### src/irm_pkg.sv
// package: group and line positions of the interrupt request map
package irm_pkg;
  // counts and widths of the request map
  localparam int unsigned GROUP_COUNT      = 64;
  localparam int unsigned LINE_COUNT       = 32;
  localparam int unsigned USED_GROUPS      = 20;
  localparam int unsigned GROUP_IDX_WIDTH  = 6;
  // group numbers of the connected modules
  localparam int unsigned GRP_CPU          = 0;
  localparam int unsigned GRP_SYSTEM       = 1;
  localparam int unsigned GRP_GPIO         = 2;
  localparam int unsigned GRP_DMA          = 3;
  localparam int unsigned GRP_FLASH        = 4;
  localparam int unsigned GRP_USART_FIRST  = 5;
  localparam int unsigned GRP_SPI_FIRST    = 9;
  localparam int unsigned GRP_TWO_WIRE     = 11;
  localparam int unsigned GRP_PWM          = 12;
  localparam int unsigned GRP_SYNC_SERIAL  = 13;
  localparam int unsigned GRP_TIMER        = 14;
  localparam int unsigned GRP_ADC          = 15;
  localparam int unsigned GRP_ETH          = 16;
  localparam int unsigned GRP_USB          = 17;
  localparam int unsigned GRP_SDRAM        = 18;
  localparam int unsigned GRP_AUDIO_DAC    = 19;
  // line positions inside the system group
  localparam int unsigned LINE_RTC         = 8;
  localparam int unsigned LINE_POWER_MGR   = 9;
  localparam int unsigned LINE_FREQ_METER  = 10;
  // source counts
  localparam int unsigned EXT_IRQ_COUNT    = 8;
  localparam int unsigned GPIO_IRQ_COUNT   = 14;
  localparam int unsigned DMA_IRQ_COUNT    = 15;
  localparam int unsigned USART_COUNT      = 4;
  localparam int unsigned SPI_COUNT        = 2;
  localparam int unsigned TIMER_CH_COUNT   = 3;
  // reset value of the line registers
  localparam logic [31:0] LINES_RESET      = 32'h0000_0000;
  // one group's line vector
  typedef logic [LINE_COUNT-1:0] irm_lines_t;
endpackage : irm_pkg

### src/irm_sync.sv
// three-flop synchroniser with change accepted when stages two and three agree
`timescale 1ns/100ps
`default_nettype none
module irm_sync #(
  parameter int unsigned WIDTH = 1
) (
  input  wire logic             ref_clk,
  input  wire logic             rst_n,
  input  wire logic [WIDTH-1:0] async_in,
  output var  logic [WIDTH-1:0] sync_out
);
  import irm_pkg::*;

  logic [WIDTH-1:0] stage1;   // first capture, read only by stage2
  logic [WIDTH-1:0] stage2;   // second stage
  logic [WIDTH-1:0] stage3;   // third stage

  // shift the inputs through three flops
  always_ff @(posedge ref_clk or negedge rst_n) begin
    if (!rst_n) begin
      stage1 <= '0;
      stage2 <= '0;
      stage3 <= '0;
    end else begin
      stage1 <= async_in;
      stage2 <= stage1;
      stage3 <= stage2;
    end
  end

  // accept a bit once stages two and three agree, hold otherwise
  always_ff @(posedge ref_clk or negedge rst_n) begin
    if (!rst_n) begin
      sync_out <= '0;
    end else begin
      for (int i = 0; i < WIDTH; i++) begin
        if (stage2[i] == stage3[i]) begin
          sync_out[i] <= stage3[i];
        end
      end
    end
  end
endmodule : irm_sync
`default_nettype wire

### src/irm_request_map.sv
// top: routes module request lines into grouped interrupt controller inputs
// Overview of operation
// - up to 64 groups, chosen by index
// - each group carries at most 32 lines
// - one pending per group: shared vector, priority
// - group 0 line 0: cpu compare
// - group 1: external lines, rtc, power, frequency meter
// - group 2 gpio 0-13, group 3 dma 0-14
// - single-line modules on line 0 of groups
// - pwm on group 12 line 0
// - adc group 15, timers group 14 lines 0-2
// - usb 17, ethernet 16, sdram 18, dac 19
// source order on the flattened request vector, lowest bit first:
//   cpu compare, eight external lines, rtc, power manager, frequency meter,
//   fourteen gpio lines, fifteen dma channels, flash controller, four usarts,
//   two spis, two-wire unit, pwm, synchronous serial unit, three timer
//   channels, adc, ethernet mac, usb otg, sdram controller, audio dac.
// group usage:
//   group 0       cpu compare on line 0
//   group 1       external lines 0-7, rtc 8, power manager 9, frequency meter 10
//   group 2       gpio requests on lines 0-13
//   group 3       dma channel requests on lines 0-14
//   group 4       flash controller
//   groups 5-8    usart 0 to 3, one group each
//   groups 9-10   spi 0 and 1, one group each
//   group 11      two-wire unit
//   group 12      pwm
//   group 13      synchronous serial unit
//   group 14      timer channels on lines 0-2
//   group 15      adc
//   groups 16-19  ethernet mac, usb otg, sdram controller, audio dac
//   groups 20-63  no sources, always read as zero
// timing:
//   each source passes three flops and is accepted once the second and
//   third agree; both outputs change on the fourth edge after the edge
//   that first samples a new level.
//   group_lines follows a change of group_sel one edge later.
// limitations:
//   sources are levels; a pulse shorter than two cycles may be lost, so a
//   source keeps its own flag until its handler clears it.
//   nothing is latched here: a pending flag drops as soon as every line of
//   its group is low again.
//   priority and vector are per group; the controller cannot tell lines apart
//   until the handler reads group_lines.
`timescale 1ns/100ps
`default_nettype none
module irm_request_map (
  input  wire logic                                  ref_clk,
  input  wire logic                                  nrst,
  input  wire logic                                  cpu_compare_irq,
  input  wire logic [irm_pkg::EXT_IRQ_COUNT-1:0]     external_irq_unit,
  input  wire logic                                  rtc_irq,
  input  wire logic                                  power_manager_irq,
  input  wire logic                                  frequency_meter_irq,
  input  wire logic [irm_pkg::GPIO_IRQ_COUNT-1:0]    gpio_irq,
  input  wire logic [irm_pkg::DMA_IRQ_COUNT-1:0]     peripheral_dma_irq,
  input  wire logic                                  flash_ctrl_irq,
  input  wire logic [irm_pkg::USART_COUNT-1:0]       usart_irq,
  input  wire logic [irm_pkg::SPI_COUNT-1:0]         spi_irq,
  input  wire logic                                  two_wire_irq,
  input  wire logic                                  pwm_irq,
  input  wire logic                                  sync_serial_irq,
  input  wire logic                                  timer_channel0_irq,
  input  wire logic                                  timer_channel1_irq,
  input  wire logic                                  timer_channel2_irq,
  input  wire logic                                  adc_irq,
  input  wire logic                                  ethernet_mac_irq,
  input  wire logic                                  usb_otg_irq,
  input  wire logic                                  sdram_ctrl_irq,
  input  wire logic                                  audio_dac_irq,
  input  wire logic [irm_pkg::GROUP_IDX_WIDTH-1:0]   group_sel,
  output var  logic [irm_pkg::GROUP_COUNT-1:0]       group_pending,
  output var  logic [irm_pkg::LINE_COUNT-1:0]        group_lines
);
  import irm_pkg::*;

  // width of the flattened source vector: cpu, external lines, three system
  // lines, gpio, dma, flash, usarts, spis, three serial units, timers and the
  // five single-line high-speed modules
  localparam int unsigned SRC_COUNT = 1 + EXT_IRQ_COUNT + 3 + GPIO_IRQ_COUNT
                                    + DMA_IRQ_COUNT + 1 + USART_COUNT + SPI_COUNT
                                    + 3 + TIMER_CH_COUNT + 5;

  // internal state: reset release and the source path
  logic                 rst_meta;      // reset release, first stage
  logic                 rst_n;         // reset release, used by the design
  logic [SRC_COUNT-1:0] raw_src;       // all request inputs, flattened
  logic [SRC_COUNT-1:0] sync_src;      // synchronised request inputs
  irm_lines_t           next_map [GROUP_COUNT];  // combinational group vectors

  // true when any line of a group is raised
  // used for every group, so all groups see the same reduction
  function automatic logic any_line(input irm_lines_t lines);
    any_line = |lines;
  endfunction : any_line

  // release reset through two flops
  // assertion is immediate; release is timed to ref_clk so that no flop
  // leaves reset close to a clock edge
  always_ff @(posedge ref_clk or negedge nrst) begin
    if (!nrst) begin
      // hold the release chain low while nrst is low
      rst_meta <= 1'b0;
      rst_n    <= 1'b0;
    end else begin
      // shift a one through once nrst is high
      rst_meta <= 1'b1;
      rst_n    <= rst_meta;
    end
  end

  // flatten the sources in a fixed order for the synchroniser
  // the order here must match the walk in the mapping process below,
  // lowest bit first, so the index counter there starts at zero
  assign raw_src = {audio_dac_irq, sdram_ctrl_irq, usb_otg_irq, ethernet_mac_irq,
                    adc_irq, timer_channel2_irq, timer_channel1_irq,
                    timer_channel0_irq, sync_serial_irq, pwm_irq, two_wire_irq,
                    spi_irq, usart_irq, flash_ctrl_irq, peripheral_dma_irq,
                    gpio_irq, frequency_meter_irq, power_manager_irq, rtc_irq,
                    external_irq_unit, cpu_compare_irq};

  // requests come from other blocks and may be asynchronous
  // one width covers every source, so all of them see the same latency
  // and no request overtakes another on its way through
  irm_sync #(
    .WIDTH    (SRC_COUNT)
  ) u_sync (
    .ref_clk  (ref_clk),
    .rst_n    (rst_n),
    .async_in (raw_src),
    .sync_out (sync_src)
  );

  // place each synchronised source at its group and line
  // p walks the flattened vector in the same order as raw_src
  // unused groups and lines stay at zero from the first loop
  always_comb begin
    int unsigned p;
    p = 0;
    // start from an empty map
    for (int g = 0; g < GROUP_COUNT; g++) begin
      next_map[g] = '0;
    end
    // processor compare request
    next_map[GRP_CPU][0] = sync_src[p];
    p = p + 1;
    // external lines fill the low lines of the system group
    for (int i = 0; i < EXT_IRQ_COUNT; i++) begin
      next_map[GRP_SYSTEM][i] = sync_src[p + i];
    end
    p = p + EXT_IRQ_COUNT;
    // fixed lines above the external ones
    next_map[GRP_SYSTEM][LINE_RTC]        = sync_src[p];
    next_map[GRP_SYSTEM][LINE_POWER_MGR]  = sync_src[p + 1];
    next_map[GRP_SYSTEM][LINE_FREQ_METER] = sync_src[p + 2];
    p = p + 3;
    // one line per gpio request
    for (int i = 0; i < GPIO_IRQ_COUNT; i++) begin
      next_map[GRP_GPIO][i] = sync_src[p + i];
    end
    p = p + GPIO_IRQ_COUNT;
    // one line per dma channel
    for (int i = 0; i < DMA_IRQ_COUNT; i++) begin
      next_map[GRP_DMA][i] = sync_src[p + i];
    end
    p = p + DMA_IRQ_COUNT;
    // single-line modules below take line 0 of their own group
    next_map[GRP_FLASH][0] = sync_src[p];
    p = p + 1;
    // usarts on consecutive groups
    for (int i = 0; i < USART_COUNT; i++) begin
      next_map[GRP_USART_FIRST + i][0] = sync_src[p + i];
    end
    p = p + USART_COUNT;
    // spis on consecutive groups
    for (int i = 0; i < SPI_COUNT; i++) begin
      next_map[GRP_SPI_FIRST + i][0] = sync_src[p + i];
    end
    p = p + SPI_COUNT;
    // two-wire, pwm and synchronous serial units
    next_map[GRP_TWO_WIRE][0]    = sync_src[p];
    next_map[GRP_PWM][0]         = sync_src[p + 1];
    next_map[GRP_SYNC_SERIAL][0] = sync_src[p + 2];
    p = p + 3;
    // timer channels share one group, one line each
    for (int i = 0; i < TIMER_CH_COUNT; i++) begin
      next_map[GRP_TIMER][i] = sync_src[p + i];
    end
    p = p + TIMER_CH_COUNT;
    // converter and the high-speed bus modules
    next_map[GRP_ADC][0]       = sync_src[p];
    next_map[GRP_ETH][0]       = sync_src[p + 1];
    next_map[GRP_USB][0]       = sync_src[p + 2];
    next_map[GRP_SDRAM][0]     = sync_src[p + 3];
    next_map[GRP_AUDIO_DAC][0] = sync_src[p + 4];
  end

  // one pending flag per group, shared by all its lines
  // taken from the same combinational map as group_lines, so a pending
  // flag and the line levels behind it change on the same edge
  always_ff @(posedge ref_clk or negedge rst_n) begin
    if (!rst_n) begin
      // nothing pending while the internal reset is held
      group_pending <= '0;
    end else begin
      for (int g = 0; g < GROUP_COUNT; g++) begin
        group_pending[g] <= any_line(next_map[g]);
      end
    end
  end

  // line levels of the selected group for the handler
  // group_sel is a same-clock input, so it is used without synchronising;
  // a new index shows on group_lines one edge later
  // groups with no sources read as zero
  always_ff @(posedge ref_clk or negedge rst_n) begin
    if (!rst_n) begin
      // no lines visible during reset
      group_lines <= LINES_RESET;
    end else begin
      group_lines <= next_map[group_sel];
    end
  end
endmodule : irm_request_map
`default_nettype wire

### config.mk
export PLATFORM = sky130hd
export DESIGN_NAME = irm_request_map
export DESIGN_NICKNAME = d
export VERILOG_FILES = /design/src/irm_pkg.sv /design/src/irm_sync.sv /design/src/irm_request_map.sv
export SDC_FILE = /design/constraint.sdc
export NUM_CORES = 1
export LEC_CHECK = 0
export ABC_CLOCK_PERIOD_IN_PS = 10000
export BUFFER_PORTS_ARGS = -buffer_cell sky130_fd_sc_hd__buf_2
export CORE_MARGIN = 1
export CORE_UTILIZATION = 54
export CTS_CLUSTER_DIAMETER = 40
export DETAILED_ROUTE_END_ITERATION = 6
export PLACE_DENSITY = 0.86
export SLEW_MARGIN = 0
export SYNTH_ARGS = -nofsm -noshare
export SYNTH_HDL_FRONTEND = slang
export SYNTH_SLANG_ARGS = --single-unit
### constraint.sdc
create_clock -name ref_clk -period 10 [get_ports ref_clk]
set_input_delay 0.5 -clock ref_clk [delete_from_list [all_inputs] [get_ports ref_clk]]
set_output_delay 0.5 -clock ref_clk [all_outputs]
set_load 0.02 [all_outputs]
* After elaboration in Yosys (flattened, before gate mapping)
Index checks and enable logic that the tools add are counted.
Word-level totals: output and inout bits 96, word-level logic and storage cells 134, register bits after elaboration 290, bits of input ports 67
Cells by class: equality and inequality tests 59, bitwise gates (word level) 1, magnitude comparators 1, reductions and logical operators 4, muxes and demuxes 3
Operators by type and width (number):
- 32-bit binary-select mux with 6-bit select | 1
- 32-bit 2-to-1 mux | 2
- 1-bit equality test | 59
- 15-bit OR reduction | 1
- 14-bit OR reduction | 1
- 11-bit OR reduction | 1
- 7-bit >= comparator (second input constant) | 1
- 6-bit NOT with 7-bit output | 1
- 3-bit OR reduction | 1

* Longest topological paths before layout
word-level depth 4, gate-level depth with buffers 6, mapped depth without buffers 4

* By module
A second synthesis with hierarchy kept.
Second synthesis, totals: cells, all modules 484, area total of the unflattened synthesis 8599.5 um^2
By module, submodules not included:
- irm_sync | area an instance 6570.1 um^2, cells each 295, times used 1, seq. area each 5905.7 um^2
- irm_request_map | area an instance 2029.4 um^2, cells each 189, times used 1, seq. area each 925.9 um^2

* Worst setup path after synthesis
No wires, ideal clock.
path kind input to register, start input group_sel[0] in the netlist's numbering, end register group_lines[0] in the netlist's numbering, arrival 1.612 ns, cell stages on the path 5, library setup time 0.128 ns, setup slack 8.260 ns, buffers on the path 1, path through buf_6 > mux4_1 > mux2_2 > a31oi_1 > o31ai_1
Between the ends: word-level cells in the longest chain between the ends 4
RTL lines:
- start: declaration | line irm_request_map.sv:71 | input wire logic [irm_pkg::GROUP_IDX_WIDTH-1:0] group_sel,
- 6-bit NOT with 7-bit output (not written as such) | line irm_request_map.sv:221 | group_lines <= next_map[group_sel];
- 32-bit binary-select mux with 6-bit select | line irm_request_map.sv:221
- 32-bit 2-to-1 mux (not written as such) (2 in series) | line irm_request_map.sv:221
- end signal: assignment | line irm_request_map.sv:221
- end: declaration | line irm_request_map.sv:73 | output var logic [irm_pkg::LINE_COUNT-1:0] group_lines
No other way between the ends. The select of a mux whose other input is x is not followed. A chain may end at the register's enable or synchronous reset.

==> results.yml <==
global_route:
  grt-ovfl-total: 0
  track_usage_pct: 21.1
  grt_pass1_wl_mm: 25.8
  grt_antenna_before_repair: 0
  grt_start_max_net_pins: 89
  grt_pass1_vias: 4596
setup_path:
  path_delay_family: "buffers and inverters"
  crit_path_end_kind: "async pin"
  rr_worst_depth: 2
  regToRegSetupSlack_ns: 7.54
  startpoint_type: "register"
  cp_num_buf_inv: 2
  worstPathArrival_ns: 2.95
  path_cells: "buf_4, buf_4"
  timing.rr.end: "u_sync.stage1[58]"
  worstPathRequired_ns: 10.49
  critPathMaxStageDelay_ns: 0.96
  slowest_stage: "buf_4"
  cp_common_cell: "buf_4"
  path_max_fanout: 88
  crit_type: "register to async pin"
  r2r_start: "rst_n"
finish:
  fin_area_sq_mm: 0.0101
  finalNetCount: 676
  n_antenna_cell: 0
  syn_to_final_growth_pct: 18.4
  multiInputGateArea_sq_mm: 0.00143
  area.sequential_sq_mm: 0.00684
  n_fill_cell: 1018
  drive_above_1_share_pct: 26.1
power:
  power_per_cell_area_mw_per_mm2: 244
  pwr-share-clk_pct: 45.1
  seqPwrFrac_pct: 49.8
  sw_frac_of_total_pct: 23.1
  combPwrFrac_pct: 5.1
  internal-power_mw: 1.89
  p_leak_nw: 4.66
  peakVddDrop_uv: 132
  total_power_mw: 2.46
  p_sw_mw: 0.569
routing:
  routedWlPerCell_um: 19.3
  dr.pass1.iters: 4
  drt-vias-per-instance: 4.90
  drc: 0
  ant_nets: 0
  wl_mm: 16.3
  vias: 4130
  drtIter0Drc: 345
timing:
  fin_crit_ns: 2.46
  slew_headroom_pct: 28.9
  maxSlewViolCount: 0
  finClkSkew_ns: 0.0129
  grt_setup_unrepaired: "false"
  finalSetupViolCount: 0
  post-route-period-util_pct: 24.6
  tns_ns: 0
  worst_slew_pin_slew_ns: 1.07
  hold_viol_final: 0
  whs_ns: 0.0656
  fmax_mhz: 406
logic_synthesis:
  yosysSeqAreaShare_pct: 80.1
  synth_xor_xnor_area_share_pct: 0
  synth_area_sq_mm: 0.00853
  synth_top_area_share_pct: 80.1
  synth_seq_cells: 273
  yosysTopAreaCell: "dfrtp_1"
  synth_fa_ha_area_share_pct: 6.92
  yosys.cell_types.count: 28
  muxShareOfSynthArea_pct: 3.20
  synth_top_family_by_area: "adder cells"
  synth-simple-area-share_pct: 2.42
  synth.area.top_cells: "dfrtp_1 80%, maj3_1 6.9%, buf_4 5.5%"
  synth.yosys.warnings: 0
  synth_cells: 479
  avgSynthCellArea_sq_um: 17.8
  synth_compound_area_share_pct: 1.48
min_path:
  min_from: "gpio_irq[5]"
  min_path_type: "input port to register"
  holdPathStages: 1
  whs_endpoint: "u_sync.stage1[17]"
floorplanning:
  coreArea_sq_mm: 0.0153
  start_util_pct: 55.7
  rows: 45
  die_w_um: 128
  die_h_um: 128
  dieArea_sq_mm: 0.0163
  io-pin-count: 163
cts:
  clk_latency_ns: 0.54
  cts_root_buffer: "clkbuf_16"
  cts_setup_buffers: 0
  clk_pin_slew_ns: 0.06
  tritoncts: "yes"
  clock_sinks: 273
  clock_path_buffers: 3
  h-tree-depth: 1
  cts_made_buffers: 30
placed_design:
  gp_congestion: 0.775
  portBuffers: 101
  hpwl_mm: 10.0
  dpl_cell_area_sq_mm: 0.00906
flow_run:
  max_cap_violations: 0
outcome:
  status: "completed"
-- metal layers --
metal / part of all wire, % / GRT usage (%) / up-vias
met3: 5.8 / 4.38 / 32
li1: - / - / 1758
met5: 0 / 0 / -
met2: 52 / 36.0 / 167
met4: 2.3 / 6.85 / 0
met1: 40 / 27.6 / 2173
-- metrics by stage --
step                      instances  util [%]  setup WS [ns]
after floorplan                 539         -           1.83
after global placement          787      59.1           7.60
after detailed placement        787      59.1           7.45
after CTS                       843      65.9           7.42
after global routing            843      65.9           7.09
final                           843      65.9           7.54
-- area by class of cell --
cell class	instances	share of cell area [%]
Timing Repair Buffer	105	5.33
Clock inverter	13	1.50
Multi-Input combinational cell	199	14.2
Clock buffer	42	8.69
Sequential cell	273	67.7
Tap cell	211	2.62
-- timing repair --
| item | in CTS | in global routing |
|---|---|---|
| endpoints found under the hold margin | 2 | 0 |
| resized for setup | 0 | 0 |
| hold buffers | 1 | 0 |
-- worst max-delay path by stage --
| stage | start | to | slack (ns) | depth (start not counted) |
|---|---|---|---|---|
| floorplan | rst_n | group_lines[0] | 1.83 | 0 |
| global placement | rst_n | u_sync.stage1[43] | 7.60 | 2 |
| detailed placement | rst_n | u_sync.sync_out[43] | 7.45 | 2 |
| CTS | rst_n | u_sync.stage1[43] | 7.42 | 2 |
| global route | rst_n | u_sync.stage2[43] | 7.09 | 2 |
| finish | rst_n | u_sync.stage1[58] | 7.54 | 2 |
-- cells by family after synthesis --
group,after synthesis
AOI/OAI and AO/OA,18
adders and majority gates,59
buffers and inverters,67
DFF,273
muxes,18
other,2
and+or+nand+nor,42
-- power by group through the flow --
stage	sequential, mW	clock (mW)	combinational, mW
finish	1.22	1.11	0.125
global route	1.23	1.18	0.137
global placement	1.23	0	0.117
CTS	1.22	1.13	0.126
floorplan	1.25	0	0.0802
detailed placement	1.24	0	0.123
-- cells in the final DEF, fill, tap and decap left out, drive strengths merged, types with 3 or more instances in the layout --
cell type,synthesis,layout
nor2b,3,3
mux2i,4,4
clkinv,0,5
buf,64,104
a22oi,8,8
mux4,5,5
clkbuf,3,42
nand2,5,5
dfrtp,273,273
maj3,59,59
inv,0,4
nor2,17,17
nor4,8,8
mux2,9,9
conb,2,62
-- state kept, by name (all words and copies together), names as in the netlist --
signal / flops
u_sync.sync_out: 59
rst_meta: 1
u_sync.stage1: 59
u_sync.stage2: 59
group_pending: 20
rst_n: 1
group_lines: 15
u_sync.stage3: 59
-- synth_stat cells --
| cell type | number |
|---|---|
| maj3_1 | 59 |
| or3_1 | 1 |
| nor4_1 | 8 |
| o21a_1 | 1 |
| a31oi_1 | 2 |
| buf_2 | 1 |
| a2111oi_0 | 2 |
| o31ai_1 | 1 |
| nor2_1 | 17 |
| nand3_1 | 2 |
| mux2i_1 | 4 |
| or2_2 | 1 |
| mux4_1 | 5 |
| conb_1 | 2 |
| clkbuf_1 | 3 |
| a22oi_1 | 8 |
| nor3_1 | 2 |
| nand4_1 | 2 |
| o21ai_0 | 1 |
| nand2_1 | 5 |
| o22ai_1 | 1 |
| and4b_1 | 1 |
| dfrtp_1 | 273 |
| nor2b_1 | 3 |
| a21oi_1 | 2 |
| mux2_2 | 9 |
| buf_6 | 1 |
| buf_4 | 62 |
-- worst register-to-register path, cell delays in order, from the launching register on --
cell     delay [ns]
dfrtp_4        0.57
buf_4          0.83
buf_4          0.99
Note: power is estimated with default switching activity, not from simulation.
